[src/jtd_pkg.sv]
// Package for the test access port data-register block: codes, states, layouts.
package jtd_pkg;

  // Instruction codes
  localparam logic [3:0] INSTR_EXTEST = 4'h0;
  localparam logic [3:0] INSTR_CHAIN_SELECT = 4'h2;
  localparam logic [3:0] INSTR_SAMPLE_PRELOAD = 4'h3;
  localparam logic [3:0] INSTR_RESUME = 4'h4;
  localparam logic [3:0] INSTR_CLAMP = 4'h5;
  localparam logic [3:0] INSTR_HIGHZ = 4'h7;
  localparam logic [3:0] INSTR_CLAMPZ = 4'h9;
  localparam logic [3:0] INSTR_INTEST = 4'hC;
  localparam logic [3:0] INSTR_IDCODE = 4'hE;
  localparam logic [3:0] INSTR_BYPASS = 4'hF;

  // Capture values and reset values
  localparam logic [3:0] IR_CAPTURE_VALUE = 4'h1;
  localparam logic [4:0] CHAIN_CAPTURE_VALUE = 5'h10;
  localparam logic [4:0] CHAIN_RESET_VALUE = 5'h03;
  localparam logic BYPASS_CAPTURE_VALUE = 1'b0;

  // Widths
  localparam int IR_WIDTH = 4;
  localparam int CHAIN_WIDTH = 5;
  localparam int ID_WIDTH = 32;

  // Identification layout
  localparam int ID_REV_MSB = 31;
  localparam int ID_REV_LSB = 28;
  localparam int ID_PART_MSB = 27;
  localparam int ID_PART_LSB = 12;
  localparam int ID_MAKER_MSB = 11;
  localparam int ID_MAKER_LSB = 1;
  localparam int ID_FIXED_BIT = 0;

  // Chain numbers
  localparam logic [4:0] CHAIN_CORE_SCAN = 5'h00;
  localparam logic [4:0] CHAIN_DEBUG = 5'h01;
  localparam logic [4:0] CHAIN_BKPT_PROG = 5'h02;
  localparam logic [4:0] CHAIN_EXT_BOUNDARY = 5'h03;
  localparam logic [4:0] CHAIN_TAG_RAM = 5'h04;
  localparam logic [4:0] CHAIN_RESERVED_5 = 5'h05;
  localparam logic [4:0] CHAIN_TRACE = 5'h06;
  localparam logic [4:0] CHAIN_RESERVED_LO = 5'h07;
  localparam logic [4:0] CHAIN_RESERVED_HI = 5'h0E;
  localparam logic [4:0] CHAIN_SYS_COPROC = 5'h0F;
  localparam logic [4:0] CHAIN_UNASSIGNED_LO = 5'h10;

  // Controller states, Gray-ordered along the DR path
  typedef enum logic [3:0] {
    JTD_RESET = 4'h0,
    JTD_IDLE = 4'h1,
    JTD_SEL_DR = 4'h3,
    JTD_CAP_DR = 4'h2,
    JTD_SHIFT_DR = 4'h6,
    JTD_EXIT1_DR = 4'h7,
    JTD_PAUSE_DR = 4'h5,
    JTD_EXIT2_DR = 4'h4,
    JTD_UPD_DR = 4'hC,
    JTD_SEL_IR = 4'hD,
    JTD_CAP_IR = 4'hF,
    JTD_SHIFT_IR = 4'hE,
    JTD_EXIT1_IR = 4'hA,
    JTD_PAUSE_IR = 4'hB,
    JTD_EXIT2_IR = 4'h9,
    JTD_UPD_IR = 4'h8
  } jtd_state_t;

  // Serial pins as one group
  typedef struct packed {
    logic tck;
    logic tms;
    logic tdi;
  } jtd_pins_t;

  // Per-edge controls from the state machine
  typedef struct packed {
    logic rise;
    logic fall;
    logic cap_dr;
    logic shift_dr;
    logic upd_dr;
    logic cap_ir;
    logic shift_ir;
    logic upd_ir;
    logic idle;
    logic reset;
  } jtd_ctl_t;

endpackage : jtd_pkg

[src/jtd_pin_sync.sv]
// Two-stage synchroniser for the serial pins plus TCK edge detection.
`timescale 1ns/1ns
module jtd_pin_sync (
  input wire logic clock,
  input wire logic rst_b,
  input wire jtd_pkg::jtd_pins_t pins_async,
  output jtd_pkg::jtd_pins_t pins,
  output logic tck_rise,
  output logic tck_fall
);
  jtd_pkg::jtd_pins_t stage_one;
  logic tck_prev;

  // First stage feeds only the second; edges come from the second onward
  always_ff @(posedge clock) begin
    if (!rst_b) begin
      stage_one <= '0;
      pins <= '0;
      tck_prev <= 1'b0;
    end else begin
      stage_one <= pins_async;
      pins <= stage_one;
      tck_prev <= pins.tck;
    end
  end

  // Edges as one-cycle strobes on the system clock
  assign tck_rise = pins.tck & ~tck_prev;
  assign tck_fall = ~pins.tck & tck_prev;
endmodule : jtd_pin_sync

[src/jtd_tap_fsm.sv]
// Sixteen-state test access port controller stepped on TCK rising edges.
`timescale 1ns/1ns
module jtd_tap_fsm (
  input wire logic clock,
  input wire logic rst_b,
  input wire logic tck_rise,
  input wire logic tms,
  input wire logic trst_b,
  output jtd_pkg::jtd_state_t state
);
  jtd_pkg::jtd_state_t next_state;

  // Standard next-state table driven by TMS
  always_comb begin
    next_state = state;
    unique case (state)
      jtd_pkg::JTD_RESET: next_state = tms ? jtd_pkg::JTD_RESET : jtd_pkg::JTD_IDLE;
      jtd_pkg::JTD_IDLE: next_state = tms ? jtd_pkg::JTD_SEL_DR : jtd_pkg::JTD_IDLE;
      jtd_pkg::JTD_SEL_DR: next_state = tms ? jtd_pkg::JTD_SEL_IR : jtd_pkg::JTD_CAP_DR;
      jtd_pkg::JTD_CAP_DR: next_state = tms ? jtd_pkg::JTD_EXIT1_DR : jtd_pkg::JTD_SHIFT_DR;
      jtd_pkg::JTD_SHIFT_DR: next_state = tms ? jtd_pkg::JTD_EXIT1_DR : jtd_pkg::JTD_SHIFT_DR;
      jtd_pkg::JTD_EXIT1_DR: next_state = tms ? jtd_pkg::JTD_UPD_DR : jtd_pkg::JTD_PAUSE_DR;
      jtd_pkg::JTD_PAUSE_DR: next_state = tms ? jtd_pkg::JTD_EXIT2_DR : jtd_pkg::JTD_PAUSE_DR;
      jtd_pkg::JTD_EXIT2_DR: next_state = tms ? jtd_pkg::JTD_UPD_DR : jtd_pkg::JTD_SHIFT_DR;
      jtd_pkg::JTD_UPD_DR: next_state = tms ? jtd_pkg::JTD_SEL_DR : jtd_pkg::JTD_IDLE;
      jtd_pkg::JTD_SEL_IR: next_state = tms ? jtd_pkg::JTD_RESET : jtd_pkg::JTD_CAP_IR;
      jtd_pkg::JTD_CAP_IR: next_state = tms ? jtd_pkg::JTD_EXIT1_IR : jtd_pkg::JTD_SHIFT_IR;
      jtd_pkg::JTD_SHIFT_IR: next_state = tms ? jtd_pkg::JTD_EXIT1_IR : jtd_pkg::JTD_SHIFT_IR;
      jtd_pkg::JTD_EXIT1_IR: next_state = tms ? jtd_pkg::JTD_UPD_IR : jtd_pkg::JTD_PAUSE_IR;
      jtd_pkg::JTD_PAUSE_IR: next_state = tms ? jtd_pkg::JTD_EXIT2_IR : jtd_pkg::JTD_PAUSE_IR;
      jtd_pkg::JTD_EXIT2_IR: next_state = tms ? jtd_pkg::JTD_UPD_IR : jtd_pkg::JTD_SHIFT_IR;
      jtd_pkg::JTD_UPD_IR: next_state = tms ? jtd_pkg::JTD_SEL_DR : jtd_pkg::JTD_IDLE;
    endcase
  end

  // Test reset is applied on every system clock, not qualified by the TCK strobe like TMS, so it needs no TCK edge to act
  always_ff @(posedge clock) begin
    if (!rst_b || !trst_b) begin
      state <= jtd_pkg::JTD_RESET;
    end else if (tck_rise) begin
      state <= next_state;
    end
  end
endmodule : jtd_tap_fsm

[src/jtd_tap_data_regs.sv]
// Test access port data registers: instruction, bypass, identification, chain select.
//
// Functional notes
// Sample/preload keeps every scan cell of the chosen chain in system mode.
// Sample/preload Capture-DR snapshots boundary signals on TCK rise, system undisturbed.
// Sample/preload shifts snapshot out; preload never reaches system while active.
// Controller preloads boundary data before choosing INTEST or EXTEST.
// Debug-resume puts bypass between TDI and TDO, otherwise acts as BYPASS.
// Debug-resume plus Run-Test/Idle makes processor leave debug state.
// Bypass is one stage, no parallel output, one TCK delay.
// Bypass captures constant zero in Capture-DR.
// IDCODE selects 32-bit identification register loaded from input bus.
// Identification layout: revision, part number, maker, bit zero one.
// Four-bit instruction register forms the path during Shift-IR.
// Capture-IR loads 0001; shifting is least significant bit first.
// Update-IR makes the shifted value the current instruction.
// Test reset makes IDCODE the current instruction.
// Five-bit chain select forms the path in Shift-DR under chain-select.
// Chain select captures 10000; shifting is least significant bit first.
// Update-DR value chooses the active chain for later instructions.
// Active chain changes only by chain-select or reset; reset picks 3.
// Active chain, instruction, state and TCK phases driven out continuously.
// External chain gets serial data out and returns it on return input.
// External chain path used for chain 3 and unassigned numbers.
// Surrounding design multiplexes several external chains onto the return.
// Chain numbers 0,1,2,3,4,6,15 assigned; 5, 7:14 reserved; 16:31 unassigned.
// TDI and TMS sampled on TCK rise; TDO changes on TCK fall.
// Undefined instruction codes behave as BYPASS.
// Chain-select is 0010, IDCODE 1110, BYPASS 1111.
// Sequencing follows the standard sixteen-state controller.
`timescale 1ns/1ns
module jtd_tap_data_regs (
  input wire logic clock,
  input wire logic rst_b,
  input wire logic trst_b,
  input wire logic tck,
  input wire logic tms,
  input wire logic tdi,
  output logic tdo,
  output logic tdo_en,
  input wire logic [31:0] id_value_input_bus,
  input wire logic core_chain_serial_return,
  input wire logic external_chain_serial_return,
  output logic external_chain_serial_out,
  output logic [4:0] active_chain_number_out,
  output logic [3:0] current_instr_out,
  output logic [3:0] controller_state_out,
  output logic test_clock_phase_one,
  output logic test_clock_phase_two,
  output logic boundary_test_mode,
  output logic boundary_capture,
  output logic boundary_shift,
  output logic boundary_update,
  output logic debug_resume
);

  // Selection of the serial path
  typedef enum logic [2:0] {
    JTD_PATH_BYPASS = 3'h0,
    JTD_PATH_IDCODE = 3'h1,
    JTD_PATH_CHAIN = 3'h3,
    JTD_PATH_SCAN = 3'h2
  } jtd_path_t;

  // Pins, state and edge strobes
  jtd_pkg::jtd_pins_t pins;
  jtd_pkg::jtd_pins_t pins_async;
  jtd_pkg::jtd_state_t state;
  jtd_pkg::jtd_ctl_t ctl;
  logic tck_rise;
  logic tck_fall;

  // Test reset synchroniser
  logic trst_meta;
  logic trst_sync_b;

  // Shift stages and holding registers
  logic [3:0] instr_shift;
  logic [3:0] instruction_holding;
  logic bypass_stage;
  logic [31:0] device_identification;
  logic [4:0] chain_shift;
  logic [4:0] chain_selection;

  // Serial source and chain returns
  logic serial_tap;
  logic ext_return_meta;
  logic ext_return;
  logic core_return_meta;
  logic core_return;

  // Decodes
  logic chain_is_external;
  logic instr_is_boundary_test;
  logic [31:0] id_capture;
  jtd_path_t dr_path;

  // Decide whether a chain number is served by the external serial path
  // Reserved numbers stay on the core path
  function automatic logic chain_external(input logic [4:0] num);
    chain_external = (num == jtd_pkg::CHAIN_EXT_BOUNDARY)
      || (num >= jtd_pkg::CHAIN_UNASSIGNED_LO); // see
  endfunction : chain_external

  // Map an instruction code onto the register it puts between TDI and TDO
  function automatic jtd_path_t instr_path(input logic [3:0] code);
    unique case (code)
      jtd_pkg::INSTR_IDCODE: instr_path = JTD_PATH_IDCODE;
      jtd_pkg::INSTR_CHAIN_SELECT: instr_path = JTD_PATH_CHAIN; // see
      jtd_pkg::INSTR_EXTEST,
      jtd_pkg::INSTR_INTEST,
      jtd_pkg::INSTR_SAMPLE_PRELOAD: instr_path = JTD_PATH_SCAN;
      default: instr_path = JTD_PATH_BYPASS; // see
    endcase
  endfunction : instr_path

  assign pins_async = '{tck: tck, tms: tms, tdi: tdi};

  jtd_pin_sync u_sync (
    .clock(clock),
    .rst_b(rst_b),
    .pins_async(pins_async),
    .pins(pins),
    .tck_rise(tck_rise),
    .tck_fall(tck_fall)
  );

  jtd_tap_fsm u_fsm (
    .clock(clock),
    .rst_b(rst_b),
    .tck_rise(tck_rise),
    .tms(pins.tms),
    .trst_b(trst_sync_b),
    .state(state)
  );

  // Test reset and scan returns come from outside the clock domain
  // Held test reset keeps the controller in reset
  always_ff @(posedge clock) begin
    if (!rst_b) begin
      trst_meta <= 1'b0;
      trst_sync_b <= 1'b0;
      ext_return_meta <= 1'b0;
      ext_return <= 1'b0;
      core_return_meta <= 1'b0;
      core_return <= 1'b0;
    end else begin
      trst_meta <= trst_b;
      trst_sync_b <= trst_meta;
      ext_return_meta <= external_chain_serial_return;
      ext_return <= ext_return_meta;
      core_return_meta <= core_chain_serial_return;
      core_return <= core_return_meta;
    end
  end

  // State decodes, qualified with the rising TCK strobe
  // Reset is a level: holding registers are reloaded with IDCODE and chain 3 on every clock while in reset
  assign ctl.rise = tck_rise;
  assign ctl.fall = tck_fall;
  assign ctl.cap_dr = tck_rise && (state == jtd_pkg::JTD_CAP_DR);
  assign ctl.shift_dr = tck_rise && (state == jtd_pkg::JTD_SHIFT_DR);
  assign ctl.upd_dr = tck_rise && (state == jtd_pkg::JTD_UPD_DR);
  assign ctl.cap_ir = tck_rise && (state == jtd_pkg::JTD_CAP_IR);
  assign ctl.shift_ir = tck_rise && (state == jtd_pkg::JTD_SHIFT_IR);
  assign ctl.upd_ir = tck_rise && (state == jtd_pkg::JTD_UPD_IR);
  assign ctl.idle = tck_rise && (state == jtd_pkg::JTD_IDLE);
  assign ctl.reset = state == jtd_pkg::JTD_RESET;

  assign dr_path = instr_path(instruction_holding);
  assign chain_is_external = chain_external(chain_selection);
  // Only INTEST and EXTEST put cells in test mode; preload stays latched away
  assign instr_is_boundary_test = (instruction_holding == jtd_pkg::INSTR_EXTEST)
    || (instruction_holding == jtd_pkg::INSTR_INTEST); // see

  // Bit zero forced high whatever the tie-off holds
  always_comb begin
    id_capture = id_value_input_bus;
    id_capture[jtd_pkg::ID_FIXED_BIT] = 1'b1;
  end

  // Instruction shift stage: capture 0001, shift in at the top, out at bit 0
  always_ff @(posedge clock) begin
    if (!rst_b) begin
      instr_shift <= jtd_pkg::IR_CAPTURE_VALUE;
    end else if (ctl.cap_ir) begin
      instr_shift <= jtd_pkg::IR_CAPTURE_VALUE;
    end else if (ctl.shift_ir) begin
      instr_shift <= {pins.tdi, instr_shift[3:1]}; // see
    end
  end

  // Current instruction: update on Update-IR, IDCODE whenever in reset
  // Shifted bits reach the decoders only at Update-IR
  always_ff @(posedge clock) begin
    if (!rst_b || ctl.reset) begin
      instruction_holding <= jtd_pkg::INSTR_IDCODE;
    end else if (ctl.upd_ir) begin
      instruction_holding <= instr_shift;
    end
  end

  // Single bypass stage, no parallel output
  always_ff @(posedge clock) begin
    if (!rst_b) begin
      bypass_stage <= jtd_pkg::BYPASS_CAPTURE_VALUE;
    end else if (ctl.cap_dr && dr_path == JTD_PATH_BYPASS) begin
      bypass_stage <= jtd_pkg::BYPASS_CAPTURE_VALUE;
    end else if (ctl.shift_dr && dr_path == JTD_PATH_BYPASS) begin
      bypass_stage <= pins.tdi;
    end
  end

  // Identification register; the input bus carries the full layout
  always_ff @(posedge clock) begin
    if (!rst_b) begin
      device_identification <= '0;
    end else if (ctl.cap_dr && dr_path == JTD_PATH_IDCODE) begin
      device_identification <= id_capture; // see
    end else if (ctl.shift_dr && dr_path == JTD_PATH_IDCODE) begin
      device_identification <= {pins.tdi, device_identification[31:1]};
    end
  end

  // Chain select shift stage
  always_ff @(posedge clock) begin
    if (!rst_b) begin
      chain_shift <= jtd_pkg::CHAIN_CAPTURE_VALUE;
    end else if (ctl.cap_dr && dr_path == JTD_PATH_CHAIN) begin
      chain_shift <= jtd_pkg::CHAIN_CAPTURE_VALUE;
    end else if (ctl.shift_dr && dr_path == JTD_PATH_CHAIN) begin
      chain_shift <= {pins.tdi, chain_shift[4:1]}; // see
    end
  end

  // Active chain: only chain-select Update-DR or reset changes it
  // Values shifted under other instructions are dropped
  always_ff @(posedge clock) begin
    if (!rst_b || ctl.reset) begin
      chain_selection <= jtd_pkg::CHAIN_RESET_VALUE;
    end else if (ctl.upd_dr && dr_path == JTD_PATH_CHAIN) begin
      chain_selection <= chain_shift; // see
    end
  end

  // Serial source chosen before the falling edge launches it
  // Internal and reserved chains share the core return
  always_comb begin
    serial_tap = bypass_stage;
    if (state == jtd_pkg::JTD_SHIFT_IR) begin
      serial_tap = instr_shift[0];
    end else if (state == jtd_pkg::JTD_SHIFT_DR) begin
      unique case (dr_path)
        JTD_PATH_IDCODE: serial_tap = device_identification[0];
        JTD_PATH_CHAIN: serial_tap = chain_shift[0];
        JTD_PATH_SCAN: serial_tap = chain_is_external ? ext_return : core_return;
        JTD_PATH_BYPASS: serial_tap = bypass_stage;
      endcase
    end
  end

  // TDO and its enable change only on falling TCK
  // Fall strobe lags the pin by two clocks
  always_ff @(posedge clock) begin
    if (!rst_b) begin
      tdo <= 1'b0;
      tdo_en <= 1'b0;
    end else if (ctl.fall) begin
      tdo <= serial_tap;
      tdo_en <= (state == jtd_pkg::JTD_SHIFT_DR) || (state == jtd_pkg::JTD_SHIFT_IR);
    end
  end

  // Status outputs and boundary controls for the chains outside
  always_ff @(posedge clock) begin
    if (!rst_b) begin
      active_chain_number_out <= jtd_pkg::CHAIN_RESET_VALUE;
      current_instr_out <= jtd_pkg::INSTR_IDCODE;
      controller_state_out <= jtd_pkg::JTD_RESET;
      test_clock_phase_one <= 1'b0;
      test_clock_phase_two <= 1'b0;
      external_chain_serial_out <= 1'b0;
      boundary_test_mode <= 1'b0;
      boundary_capture <= 1'b0;
      boundary_shift <= 1'b0;
      boundary_update <= 1'b0;
      debug_resume <= 1'b0;
    end else begin
      active_chain_number_out <= chain_selection;
      current_instr_out <= instruction_holding;
      controller_state_out <= state;
      // Phases lag the pin by three clocks: two synchroniser stages plus this register
      test_clock_phase_one <= pins.tck;
      test_clock_phase_two <= ~pins.tck;
      external_chain_serial_out <= pins.tdi;
      boundary_test_mode <= instr_is_boundary_test && chain_is_external;
      boundary_capture <= ctl.cap_dr && dr_path == JTD_PATH_SCAN;
      boundary_shift <= ctl.shift_dr && dr_path == JTD_PATH_SCAN;
      // Preloaded data is applied only under the test instructions
      boundary_update <= ctl.upd_dr && instr_is_boundary_test;
      debug_resume <= ctl.idle && instruction_holding == jtd_pkg::INSTR_RESUME;
    end
  end

endmodule : jtd_tap_data_regs

[config.mk]
export PLATFORM = sky130hd
export DESIGN_NAME = jtd_tap_data_regs
export DESIGN_NICKNAME = d
export VERILOG_FILES = /design/src/jtd_pkg.sv /design/src/jtd_pin_sync.sv /design/src/jtd_tap_fsm.sv /design/src/jtd_tap_data_regs.sv
export SDC_FILE = /design/constraint.sdc
export NUM_CORES = 1
export LEC_CHECK = 0
export BUFFER_PORTS_ARGS = -buffer_cell sky130_fd_sc_hd__buf_2
export CORE_ASPECT_RATIO = 1.2
export CORE_MARGIN = 1
export CORE_UTILIZATION = 41
export CTS_CLUSTER_DIAMETER = 30
export DETAILED_ROUTE_END_ITERATION = 8
export PLACE_DENSITY = 0.64
export SYNTH_ARGS = -nofsm -noshare
export SYNTH_HDL_FRONTEND = slang
export SYNTH_HIERARCHICAL = 1
export SYNTH_SLANG_ARGS = --single-unit
export TNS_END_PERCENT = 20
[constraint.sdc]
create_clock -name clock -period 2.4 [get_ports clock]
set_input_delay 0.48 -clock clock [delete_from_list [all_inputs] [get_ports clock]]
set_output_delay 0.48 -clock clock [all_outputs]
set_load 0.01 [all_outputs]
==> results.toml <==
[run_status]
outcome = "finished clean"

[route]
wirelength_um = 7240
vias_per_cell = 4.99
drc = 0
ant_nets = 0
drtIter0Drc = 80
wl_per_cell_um = 13.0
vias = 2786
drt_pre_antenna_iters = 4

[sta]
max_freq_mhz = 538
fin_worst_skew_ns = 0.00616
hold_viol = 0
worst_slew_pin_slew_ns = 0.569
timing.setup.tns_ns = 0
rsz0062_at_grt = "false"
setup_viol = 0
fin_crit_ns = 1.86
slew_headroom = 0.621
period_share = 0.774
drv_slew = 0

[die]
die-area_um2 = 9960
die_y_um = 109
fp.dieW_um = 91.3
io_pins = 63
design.core.area_um2 = 9180
start_util = 0.427
rows = 38

[yosys]
synth_warnings = 6
synth_ff_type = "dfxtp_1"
ys_ff_latch = 91
synth_mux_area_frac = 0.125
synth-compound-area-share = 0.156
synth.area.top_cells = "dfxtp_1, mux2i_1, a211oi_2"
ys_async_sr_fraction = 0
synthAdderAreaFrac = 0
seq_area_frac_synth = 0.465
synth-simple-area-share = 0.202
syn_inst = 377
yosysUniqueCellTypes = 54
synth.avg_cell_area_um2 = 10.4
synth_top_family_by_area = "simple AND/OR/NAND/NOR gates"
yosysTopAreaCell = "dfxtp_1"
synth_top_area_frac = 0.465
syn_nets = 417
synth_edf_count = 0
synth_area_um2 = 3920
yosysMostFrequentCell = "dfxtp_1"
synth_common_cells = "dfxtp_1, nor2_1, mux2i_1"
synthXorXnorAreaFrac = 0.00447

[grt]
grt_pass1_vias = 2750
grt_pass1_wl_um = 12100
grt_antenna_before_repair = 0
track_usage = 0.155
grt_max_degree = 39
grt_overflow_total = 0

[worst_setup_path]
critPathSlowestCell = "buf_4"
cp.required_ns = 2.67
cp_max_fo = 38
crit_type = "reg -> reg"
critPathTopFamily = "buffers and inverters"
max_stage_delay_ns = 0.42
ff2ff_setup_slack_ns = 0.54
cp_common_cell = "buf_4"
r2r_start = "u_sync/pins[2]"
arrival_ns = 2.13
reg2reg_depth = 7
path_cells = "nor2b_1 > buf_4 > nand3b_4 > nor3_4 > buf_4 > nor2_1 > a211oi_2"
worstSetupStartpointType = "flip-flop"
r2r_end = "device_identification[24]"
setup.worst_path.end_class = "flip-flop"
worstPathBufferInverterCount = 2

[run]
drv_cap = 0

[placement]
io_buffers = 61
place.gp.congestion = 0.775
place_hpwl_um = 5090
dpl_cell_area_um2 = 4290

[layout]
n_antenna_cell = 0
post-route-cell-area_um2 = 4510
fin_nets = 473
area_growth_pct = 15.1
fin_util = 0.492
drive_gt1_frac = 0.292

[cts]
postCtsHoldBufs = 0
cts_buffer_depth = 2
htree_num_levels = 3
clock_latency_ns = 0.35
root_buffer = "clkbuf_8"
postCtsSetupBuffers = 0
cts_inserted_buffers = 9
path_clk_slew_ns = 0.08
clock-sinks = 91
cts_tree = "yes"
cts_resized = 0

[hold_path]
hold_class = "in -> reg"
hold_path_depth = 2
min_to = "u_sync/stage_one[0]"
min-delay-start = "tdi"

[pwr]
vdd_drop_max_v = 0.000315
cellPowerDensity_nw_per_um2 = 613
power_leakage_nw = 1.74
through the flow:
step / power (mW) / instances / hold slack (ns) / worst slack [ns]
6_report: 2.77 / 558 / 0.331 / 0.542
5_1_grt: 2.88 / 558 / 0.310 / 0.396
4_1_cts: 2.81 / 558 / 0.309 / 0.503
3_5_place_dp: 1.66 / 542 / 0.418 / 0.536
3_3_place_gp: 1.66 / 542 / 0.412 / 0.581
2_1_floorplan: 1.61 / 377 / 0.406 / 0.493
layout by cell type, fill, tap and decap left out, drive strengths merged, types with 3 or more instances in the layout:
cell / synthesis / layout
a211oi: 32 / 32
a21o: 3 / 3
a21oi: 6 / 6
and2: 22 / 22
and3: 3 / 3
buf: 20 / 71
clkbuf: 6 / 11
clkinv: 0 / 3
dfxtp: 91 / 91
inv: 5 / 5
mux2i: 49 / 49
nand2: 14 / 14
nand2b: 8 / 8
nand3: 7 / 7
nor2: 56 / 56
nor2b: 3 / 3
nor3: 7 / 7
nor3b: 3 / 3
nor4bb: 3 / 3
o21ai: 6 / 6
o311ai: 3 / 3
flip-flops by register name (all words and copies together), names as in the netlist, 3 cells and up:
| signal | flops |
|---|---|
| device_identification | 32 |
| active_chain_number_out | 5 |
| controller_state_out | 4 |
| u_sync/stage_one | 3 |
| u_fsm/state | 4 |
| current_instr_out | 4 |
| chain_shift | 5 |
| chain_selection | 5 |
| u_sync/pins | 3 |
| instruction_holding | 4 |
| instr_shift | 4 |
layer usage:
layer / wire (um) / up-vias / GRT usage
li1: - / 1441 / -
met1: 3260 / 1280 / 0.179
met2: 3480 / 51 / 0.263
met3: 347 / 14 / 0.0425
met4: 157 / 0 / 0.0782
met5: 0 / - / 0
cell families (layout without fill, tap and decap cells):
| group | Yosys count | count (layout) |
|---|---|---|
| AND/OR/NAND/NOR | 139 | 139 |
| flip-flops | 91 | 91 |
| AO/OA/AOI/OAI | 65 | 65 |
| multiplexers | 49 | 49 |
| buffers and inverters | 31 | 92 |
| XOR/XNOR | 2 | 2 |
power breakdown:
group	internal [mW]	total (mW)	switching, mW
Sequential	1.52	1.53	0.00604
Combinational	0.0456	0.100	0.0545
Clock	0.638	1.14	0.504
Total	2.20	2.77	0.564
worst reg2reg max path: cells and delay by family, from the launching register on:
| kind | cells | cell delay (ns) |
|---|---|---|
| AOI/OAI and AO/OA | 1 | 0.20 |
| DFF | 1 | 0.40 |
| and+or+nand+nor | 4 | 0.56 |
| buffers and inverters | 2 | 0.63 |
area by class of cell:
type	instances	area, um2
clock buffer	11	151
fill	895	4660
clock inverter	5	75.1
inverter	5	18.8
sequential	91	1820
timing repair buffer	71	380
tap	120	150
multi-input combinational	255	1910
worst max-delay path by stage:
stage / slack [ns] / start / endpoint / depth (start not counted)
2_1_floorplan: 0.49 / u_sync/pins[2] / instr_shift[0] / 5
3_3_place_gp: 0.58 / u_sync/pins[2] / device_identification[19] / 7
3_5_place_dp: 0.54 / u_sync/pins[2] / device_identification[21] / 7
4_1_cts: 0.50 / u_sync/pins[2] / device_identification[21] / 7
5_1_grt: 0.40 / u_sync/pins[2] / device_identification[4] / 7
6_report: 0.54 / u_sync/pins[2] / device_identification[24] / 7
(Power assumes the default switching activity.)
